`src/core/uqc_pkg.sv`:
```
package uqc_pkg;

  // Data and tuning widths
  localparam int DATA_W = 14;
  localparam int FTW_W = 32;
  localparam int NUM_PROFILES = 4;
  localparam int SCALE_W = 8;

  // Mode codes presented on the mode select port
  localparam logic [1:0] MODE_CODE_QUAD = 2'h0;
  localparam logic [1:0] MODE_CODE_TONE = 2'h1;
  localparam logic [1:0] MODE_CODE_IDAC = 2'h2;

  // Word clock half periods in system clock cycles
  localparam logic [3:0] WCLK_HALF_QUAD = 4'h4;
  localparam logic [3:0] WCLK_HALF_IDAC = 4'h8;

  // Arithmetic scaling
  localparam int NCO_FRAC = 13;
  localparam int SCALE_SHIFT = 7;
  localparam int ISINC_CENTER = 18;
  localparam int ISINC_SHIFT = 4;
  localparam logic [FTW_W-1:0] QUARTER_TURN = 32'h4000_0000;

  // Reset values
  localparam logic [FTW_W-1:0] FTW_RESET = 32'h0000_0000;
  localparam logic [1:0] PROFILE_RESET = 2'h0;

  typedef enum logic [1:0] {
    UQC_QUAD,
    UQC_TONE,
    UQC_IDAC
  } uqc_mode_type;

  // One internal sample: an I word and its Q partner
  typedef struct packed {
    logic signed [DATA_W-1:0] i;
    logic signed [DATA_W-1:0] q;
  } uqc_iq_type;

  // Pins that arrive from outside the clock domain
  typedef struct packed {
    logic [DATA_W-1:0] data;
    logic gate;
    logic ps1;
    logic ps0;
    logic upd;
    logic lock;
  } uqc_pins_type;

  typedef logic [NUM_PROFILES-1:0][FTW_W-1:0] uqc_ftw_bank_type;

endpackage

```
`src/core/uqc_input_mode_control.sv`:
```
// Functional notes
// - Three modes; quadrature after reset
// - Mode follows the programmed mode control
// - Quadrature mode drives pin as word clock
// - Word clock twice channel rate; I/Q pairs
// - Modulator: I times cos minus Q times sin
// - Single tone: paths off, pin is strobe
// - Single tone output is synthesizer cosine
// - Strobe rising edge loads selected tuning word
// - Profile change activates its word without strobe
// - Interpolating mode: synthesizer, modulator, Q off
// - Interpolating mode: one I word per edge
// - Interpolating mode: baseband, upsampled, images smoothed
// - Port words are 14-bit two's complement
// - Interleaved words demultiplexed into I and Q
// - All timing from the one system clock
// - Word clock continuous; optionally waits for lock
// - Gate low in quadrature mode: ignore port, feed zeros
// - After gate rise: I first, then Q alternately
// - Inverse sinc and scaling usable in all modes
module uqc_input_mode_control
  import uqc_pkg::*;
(
  // Clock, reset, enable
  input wire logic core_clk_in,
  input wire logic nrst_in,
  input wire logic core_ce_in,
  // Configuration from control logic on this clock
  input wire logic [1:0] mode_sel_in,
  input wire logic lock_qualify_in,
  input wire logic inv_sinc_en_in,
  input wire logic [SCALE_W-1:0] amp_scale_in,
  input wire uqc_ftw_bank_type ftw_bank_in,
  // Device pins
  input wire logic pll_lock_in,
  input wire logic [DATA_W-1:0] port_data_in,
  input wire logic transmit_gate_in,
  input wire logic profile_select_bit0_in,
  input wire logic profile_select_bit1_in,
  input wire logic word_clock_or_update_pin_in,
  output logic word_clock_or_update_pin_out,
  output logic word_clock_or_update_pin_oe_out,
  // Internal streams and status
  output uqc_iq_type iq_out,
  output logic iq_valid_out,
  output logic signed [DATA_W-1:0] dac_out,
  output uqc_mode_type mode_out
);

  uqc_pins_type meta_q;
  uqc_pins_type sync_q;
  uqc_mode_type mode_q;
  logic [3:0] wc_cnt_q;
  logic word_clk_q;
  logic oe_q;
  logic rise_q;
  logic rise2_q;
  logic sel_q;
  logic flush_q;
  logic signed [DATA_W-1:0] i_hold_q;
  uqc_iq_type iq_q;
  logic iq_valid_q;
  logic upd_prev_q;
  logic [1:0] prof_q;
  logic nco_load_q;
  logic [FTW_W-1:0] nco_ftw_q;
  logic signed [DATA_W-1:0] prev_i_q;
  logic signed [DATA_W-1:0] src_q;
  logic signed [DATA_W-1:0] tap1_q;
  logic signed [DATA_W-1:0] tap2_q;
  logic signed [DATA_W-1:0] dac_q;
  logic signed [DATA_W-1:0] nco_cos_w;
  logic signed [DATA_W-1:0] nco_sin_w;

  // Clamp a wide signed result into the 14-bit data range
  function automatic logic signed [DATA_W-1:0] sat14(input logic signed [31:0] v);
    if (v > 32'sd8191) begin
      return 14'h1fff;
    end else if (v < -32'sd8192) begin
      return 14'h2000;
    end
    return v[DATA_W-1:0];
  endfunction

  // Unknown codes keep the current mode rather than guessing one
  function automatic uqc_mode_type mode_decode(input logic [1:0] code, input uqc_mode_type cur);
    case (code)
      MODE_CODE_QUAD: return UQC_QUAD;
      MODE_CODE_TONE: return UQC_TONE;
      MODE_CODE_IDAC: return UQC_IDAC;
      default: return cur;
    endcase
  endfunction

  // Pin bundle and synchronised views
  wire uqc_pins_type pins_w = '{data: port_data_in, gate: transmit_gate_in, ps1: profile_select_bit1_in,
                                ps0: profile_select_bit0_in, upd: word_clock_or_update_pin_in, lock: pll_lock_in};
  wire signed [DATA_W-1:0] data_s_w = sync_q.data;
  wire gate_s_w = sync_q.gate;
  wire lock_s_w = sync_q.lock;
  wire upd_s_w = sync_q.upd;
  wire [1:0] prof_s_w = {sync_q.ps1, sync_q.ps0};

  always_ff @(posedge core_clk_in) begin
    if (!nrst_in) begin
      meta_q <= '0;
      sync_q <= '0;
    end else if (core_ce_in) begin
      meta_q <= pins_w;
      sync_q <= meta_q;
    end
  end

  wire uqc_mode_type mode_d = mode_decode(mode_sel_in, mode_q);

  always_ff @(posedge core_clk_in) begin
    if (!nrst_in) begin
      mode_q <= UQC_QUAD;
    end else if (core_ce_in) begin
      mode_q <= mode_d;
    end
  end

  // Word clock: the half period is fixed when a phase starts, so a mode change never chops a phase
  wire wc_toggle_w = (wc_cnt_q == 4'h0);
  wire [3:0] wc_half_w = (mode_q == UQC_IDAC) ? WCLK_HALF_IDAC : WCLK_HALF_QUAD;
  wire wc_run_w = (mode_q != UQC_TONE) && !(lock_qualify_in && !lock_s_w);
  wire wc_d = wc_toggle_w ? (!word_clk_q && wc_run_w) : word_clk_q;
  wire wc_rise_w = wc_d && !word_clk_q;

  always_ff @(posedge core_clk_in) begin
    if (!nrst_in) begin
      wc_cnt_q <= 4'h0;
      word_clk_q <= 1'b0;
    end else if (core_ce_in) begin
      wc_cnt_q <= wc_toggle_w ? wc_half_w - 4'h1 : wc_cnt_q - 4'h1;
      word_clk_q <= wc_d;
    end
  end

  always_ff @(posedge core_clk_in) begin
    if (!nrst_in) begin
      oe_q <= 1'b1;
    end else if (core_ce_in) begin
      oe_q <= (mode_q != UQC_TONE);
    end
  end

  // The pin value taken at the rising edge reaches the synchroniser output two cycles later
  always_ff @(posedge core_clk_in) begin
    if (!nrst_in) begin
      rise_q <= 1'b0;
      rise2_q <= 1'b0;
    end else if (core_ce_in) begin
      rise_q <= wc_rise_w;
      rise2_q <= rise_q;
    end
  end

  // Capture decode per mode
  wire cap_w = rise2_q;
  wire quad_cap_w = cap_w && (mode_q == UQC_QUAD);
  wire idac_cap_w = cap_w && (mode_q == UQC_IDAC);
  wire flush_w = quad_cap_w && !gate_s_w;
  wire take_i_w = quad_cap_w && gate_s_w && !sel_q;
  wire take_q_w = quad_cap_w && gate_s_w && sel_q;
  wire zero_pair_w = flush_w && flush_q;
  wire tone_w = (mode_q == UQC_TONE);

  // demux, Q held at zero, paths cleared in tone
  wire uqc_iq_type iq_d = tone_w ? '0 :
                          take_q_w ? {i_hold_q, data_s_w} :
                          idac_cap_w ? {data_s_w, 14'h0000} :
                          zero_pair_w ? '0 : iq_q;
  wire iq_valid_d = take_q_w || idac_cap_w || zero_pair_w;
  wire sel_d = (mode_q != UQC_QUAD) ? 1'b0 : take_i_w ? 1'b1 : (take_q_w || flush_w) ? 1'b0 : sel_q;
  // zeros at pair rate while gate low
  wire flush_d = flush_w ? !flush_q : (gate_s_w ? 1'b0 : flush_q);

  always_ff @(posedge core_clk_in) begin
    if (!nrst_in) begin
      sel_q <= 1'b0;
      flush_q <= 1'b0;
      i_hold_q <= 14'h0000;
      iq_q <= '0;
      iq_valid_q <= 1'b0;
    end else if (core_ce_in) begin
      sel_q <= sel_d;
      flush_q <= flush_d;
      i_hold_q <= take_i_w ? data_s_w : i_hold_q;
      iq_q <= iq_d;
      iq_valid_q <= iq_valid_d;
    end
  end

  wire upd_rise_w = tone_w && upd_s_w && !upd_prev_q;
  wire prof_chg_w = (prof_s_w != prof_q);

  // Tuning word transfer into the synthesizer
  always_ff @(posedge core_clk_in) begin
    if (!nrst_in) begin
      upd_prev_q <= 1'b0;
      prof_q <= PROFILE_RESET;
      nco_load_q <= 1'b0;
      nco_ftw_q <= FTW_RESET;
    end else if (core_ce_in) begin
      upd_prev_q <= upd_s_w;
      prof_q <= prof_s_w;
      nco_load_q <= upd_rise_w || prof_chg_w;
      nco_ftw_q <= ftw_bank_in[prof_s_w];
    end
  end

  wire nco_en_w = (mode_q != UQC_IDAC);
  uqc_nco uqc_nco_inst (
    .core_clk_in(core_clk_in),
    .nrst_in(nrst_in),
    .core_ce_in(core_ce_in),
    .enable_in(nco_en_w),
    .load_in(nco_load_q),
    .ftw_in(nco_ftw_q),
    .cos_out(nco_cos_w),
    .sin_out(nco_sin_w)
  );

  // quadrature mix of the held pair
  wire signed [31:0] mix_w = 32'(iq_q.i * nco_cos_w) - 32'(iq_q.q * nco_sin_w);
  wire signed [DATA_W-1:0] mod_w = sat14(mix_w >>> NCO_FRAC);
  wire signed [31:0] avg_w = (32'(iq_q.i) + 32'(prev_i_q)) >>> 1;
  wire signed [DATA_W-1:0] src_d = tone_w ? nco_cos_w : (mode_q == UQC_IDAC) ? sat14(avg_w) : mod_w;

  // Source select and previous I for smoothing
  always_ff @(posedge core_clk_in) begin
    if (!nrst_in) begin
      prev_i_q <= 14'h0000;
      src_q <= 14'h0000;
    end else if (core_ce_in) begin
      prev_i_q <= iq_valid_q ? iq_q.i : prev_i_q;
      src_q <= src_d;
    end
  end

  // inverse sinc and scaling in every mode
  wire signed [31:0] isinc_acc_w = 32'(tap1_q) * ISINC_CENTER - 32'(src_q) - 32'(tap2_q);
  wire signed [DATA_W-1:0] eq_w = inv_sinc_en_in ? sat14(isinc_acc_w >>> ISINC_SHIFT) : tap1_q;
  wire signed [31:0] scaled_w = (32'(eq_w) * $signed({1'b0, amp_scale_in})) >>> SCALE_SHIFT;

  // Taps and output register; bypass keeps the same latency so switching does not slip samples
  always_ff @(posedge core_clk_in) begin
    if (!nrst_in) begin
      tap1_q <= 14'h0000;
      tap2_q <= 14'h0000;
      dac_q <= 14'h0000;
    end else if (core_ce_in) begin
      tap1_q <= src_q;
      tap2_q <= tap1_q;
      dac_q <= sat14(scaled_w);
    end
  end

  // Outputs straight from flip-flops
  assign word_clock_or_update_pin_out = word_clk_q;
  assign word_clock_or_update_pin_oe_out = oe_q;
  assign iq_out = iq_q;
  assign iq_valid_out = iq_valid_q;
  assign dac_out = dac_q;
  assign mode_out = mode_q;
endmodule

```
`src/core/uqc_nco.sv`:
```
module uqc_nco
  import uqc_pkg::*;
(
  // Clock, reset, enable
  input wire logic core_clk_in,
  input wire logic nrst_in,
  input wire logic core_ce_in,
  // Control
  input wire logic enable_in,
  input wire logic load_in,
  input wire logic [FTW_W-1:0] ftw_in,
  // Carrier
  output logic signed [DATA_W-1:0] cos_out,
  output logic signed [DATA_W-1:0] sin_out
);

  logic [FTW_W-1:0] phase_q;
  logic [FTW_W-1:0] freq_q;
  logic signed [DATA_W-1:0] cos_q;
  logic signed [DATA_W-1:0] sin_q;

  // Coarse 16-point sine; fine enough for control tests, not for spectral purity
  function automatic logic signed [DATA_W-1:0] sine16(input logic [3:0] k);
    logic [DATA_W-1:0] mag;
    mag = 14'h0000;
    case (k[2:0])
      3'h1, 3'h7: mag = 14'h0c3f;
      3'h2, 3'h6: mag = 14'h16a0;
      3'h3, 3'h5: mag = 14'h1d90;
      3'h4: mag = 14'h1fff;
      default: mag = 14'h0000;
    endcase
    return k[3] ? -$signed(mag) : $signed(mag);
  endfunction

  wire [FTW_W-1:0] cos_phase_w = phase_q + QUARTER_TURN;

  // Accumulator: a load restarts synthesis from phase zero at the new rate
  always_ff @(posedge core_clk_in) begin
    if (!nrst_in) begin
      phase_q <= FTW_RESET;
      freq_q <= FTW_RESET;
    end else if (core_ce_in) begin
      if (load_in) begin
        freq_q <= ftw_in;
        phase_q <= FTW_RESET;
      end else if (enable_in) begin
        phase_q <= phase_q + freq_q;
      end
    end
  end

  // Carrier outputs are silent while the synthesizer is disabled
  always_ff @(posedge core_clk_in) begin
    if (!nrst_in) begin
      cos_q <= 14'h0000;
      sin_q <= 14'h0000;
    end else if (core_ce_in) begin
      cos_q <= enable_in ? sine16(cos_phase_w[31:28]) : 14'h0000;
      sin_q <= enable_in ? sine16(phase_q[31:28]) : 14'h0000;
    end
  end

  assign cos_out = cos_q;
  assign sin_out = sin_q;

endmodule

```
`config.mk`:
```
export PLATFORM = sky130hd
export DESIGN_NAME = uqc_input_mode_control
export DESIGN_NICKNAME = d
export VERILOG_FILES = /design/src/core/uqc_pkg.sv /design/src/core/uqc_input_mode_control.sv /design/src/core/uqc_nco.sv
export SDC_FILE = /design/constraint.sdc
export NUM_CORES = 2
export LEC_CHECK = 0
export ABC_AREA = 1
export BUFFER_PORTS_ARGS = -buffer_cell sky130_fd_sc_hd__buf_4
export CORE_MARGIN = 2
export CORE_UTILIZATION = 35
export CTS_BUF_LIST = sky130_fd_sc_hd__clkbuf_8
export DETAILED_ROUTE_END_ITERATION = 16
export PLACE_DENSITY = 0.56
export SETUP_SLACK_MARGIN = 0.02
export SYNTH_ARGS = -nofsm -noshare
export SYNTH_HDL_FRONTEND = slang
export SYNTH_SLANG_ARGS = --single-unit
```
`constraint.sdc`:
```
create_clock -name core_clk_in -period 18.55 [get_ports core_clk_in]
set_input_delay 1.855 -clock core_clk_in [delete_from_list [all_inputs] [get_ports core_clk_in]]
set_output_delay 1.855 -clock core_clk_in [all_outputs]
set_load 0.01 [all_outputs]
```
==> qor.yml <==
worstPathArrival_ns: 10.42
worstPathMaxFanout: 13
wl_per_cell_um: 15.8
finalCritPeriodShare_pct: 53.8
area_growth_pct: 10.6
hold_end: "uqc_nco_inst.freq_q[8]$_SDFFE_PN0P_"
fill_cells: 10500
die_area_um2: 103000
dieHeight_um: 322
dieWidth_um: 322
synth_edf_count: 0
syn_area_um2: 35300
antenna_found_initial: 5
first_pass_iters: 5
yosysWarnings: 0
synth_top_area_share_pct: 31.4
final_antenna_net_count: 0
synthTopCellsByCount: "980 x inv_1, 837 x nand2_1, 554 x fa_1"
std_cell_rows: 116
ys_seq_area_share_pct: 16.3
final_nets: 5661
timing.setup.tns_ns: 0
gr-usage-all-layers_pct: 19.0
ff2ff_setup_slack_ns: 8.56
startpoint: "tap1_q[4]$_SDFFE_PN0P_"
synth_area_per_cell_um2: 7.71
ys_ff_latch: 287
synth_top_area_cell: "fa_1"
ys_top_cells_by_area: "fa_1 31%, dfxtp_1 16%, inv_1 10%, ha_1 9.1%, nand2_1 8.9%"
min_delay_path_depth: 2
grt_start_max_net_pins: 107
hp-class: "reg -> reg"
max-cap-violations: 0
ys_types: 50
clk_pin_slew_ns: 0.06
synth_ff_type: "dfxtp_1"
cts_tree: "built"
routed_wl_um: 95100
grt_pass1_wl_um: 159000
start_util_pct: 35.3
numCtsBuffers: 48
slew_headroom_pct: 26.1
num_vias: 28800
critPathSlowestCell: "fa_1"
slew_violations: 0
hold_viol_final: 0
outcome: "finished, final reports clean"
fin_skew_ns: 0.0457
cts.htree.levels: 2
worst_slew_pin_slew_ns: 1.11
root_buffer: "clkbuf_8"
finalWeightedCongestion: 0.885
syn_inst: 4578
worstSkewPairLatency_ns: 0.61
rsz0062_at_grt: "false"
syn-num-nets: 5552
synth.most_common_cell: "inv_1"
ys_async_sr_fraction_pct: 0
core_area_um2: 100000
io_pins: 209
gr-total-overflow: 0
post-cts-setup-buffer-count: 0
numPortBuffers: 208
cp.required_ns: 18.98
layout-drive-gt1-share_pct: 8.24
drt_drc_violations_left: 0
fmax_ghz: 0.100
path_class: "reg -> reg"
post-dp-hpwl_um: 77300
r2r_end: "dac_out[1]$_SDFFE_PN0P_"
min-delay-start: "nco_ftw_q[8]$_SDFFE_PN0P_"
start_kind: "register"
grt_pass1_vias: 29900
end_kind: "register"
viasPerCell: 4.78
cts_sinks: 287
cts_hold_buf: 0
timing.rr.start: "tap1_q[4]$_SDFFE_PN0P_"
drt_iter0_drc: 1351
fin_crit_ns: 9.99
cts_resized: 0
cpPeakStageDelay_ns: 0.57
setup_viol_count_final: 0
reg2reg_depth: 50
path_common_cell: "nand2_1"
cts_buffer_depth: 3
[worst max-delay path by stage]
stage	end	slack [ns]
global placement	dac_out[0]$_SDFFE_PN0P_	8.70
global route	dac_out[1]$_SDFFE_PN0P_	7.57
finish	dac_out[1]$_SDFFE_PN0P_	8.56
CTS	dac_out[1]$_SDFFE_PN0P_	8.56
floorplan	dac_out[3]$_SDFFE_PN0P_	9.80
detailed placement	dac_out[0]$_SDFFE_PN0P_	8.60
[state kept, by name, indices dropped and copies added, names as in the netlist, 14 cells and up]
signal / cells
nco_ftw_q: 32
uqc_nco_inst.freq_q: 32
uqc_nco_inst.phase_q: 32
iq_out: 28
meta_q: 19
dac_out: 14
data_s_w: 14
i_hold_q: 14
prev_i_q: 14
src_q: 14
tap1_q: 14
tap2_q: 14
[worst max-delay path: cells and delay by family, from the launching register on]
| kind | cells | cell delay, ns |
|---|---|---|
| buffers and inverters | 6 | 0.47 |
| AOI/OAI and AO/OA | 13 | 2.87 |
| adders and majority gates | 10 | 4.04 |
| xor gates and xnor gates | 1 | 0.17 |
| and+or+nand+nor | 20 | 1.82 |
| DFF | 1 | 0.44 |
[per-layer routing]
metal  wire length [um]  GRT usage [%]
met1              44300           26.5
met2              44100           31.5
met3               5040           2.79
met4               1520           3.43
met5                 41              0
[metrics by stage]
stage	worst slack (ns)	utilization, %	instances	instance area [um^2]	hold WS, ns
2_1_floorplan	9.80	-	4578	35300	0.424
3_3_place_gp	8.70	38.0	5935	38000	0.434
3_5_place_dp	8.60	38.0	5935	38000	0.444
4_1_cts	8.56	39.0	6021	39000	0.447
5_1_grt	7.57	39.0	6022	39000	0.471
6_report	8.56	39.0	6022	39000	0.443
[cells by family after synthesis]
logic type	Yosys count	share of synthesized area [%]
compound gates	871	13.2
xor+xnor	87	2.21
fa+ha+maj	812	40.6
buf+inv	1173	12.6
flops	287	16.3
simple gates	1348	15.2
[layout make-up]
class,count,area (um^2),share of cell area (%)
Antenna cell,1,2.50,0.00641
Clock buffer,58,798,2.05
Clock inverter,28,196,0.503
Inverter,990,3720,9.54
Multi-Input combinational cell,3118,25100,64.4
Sequential cell,287,5750,14.7
Tap cell,1298,1620,4.16
Timing Repair Buffer,242,1820,4.66
[layout by cell type, fill, tap and decap left out, types with 4 or more instances in the layout]
master,n
a21o_1,5
a21oi_1,378
a21oi_2,12
a31oi_1,22
buf_4,242
clkbuf_8,58
clkinv_1,5
clkinv_2,6
dfxtp_1,286
fa_1,554
ha_1,258
inv_1,994
inv_2,4
nand2_1,837
nand2_2,19
nand3_1,67
nand4_1,13
nor2_1,356
nor3_1,15
nor4_1,4
o211ai_1,5
o21a_1,9
o21ai_0,369
o21bai_1,11
o221ai_1,5
o22ai_1,32
o31ai_1,4
or2_2,25
xnor2_1,39
xor2_1,47
Power is left out: the tool's default activity adds up to more than one toggle a clock period on the data nets, which glitch-free logic cannot reach.
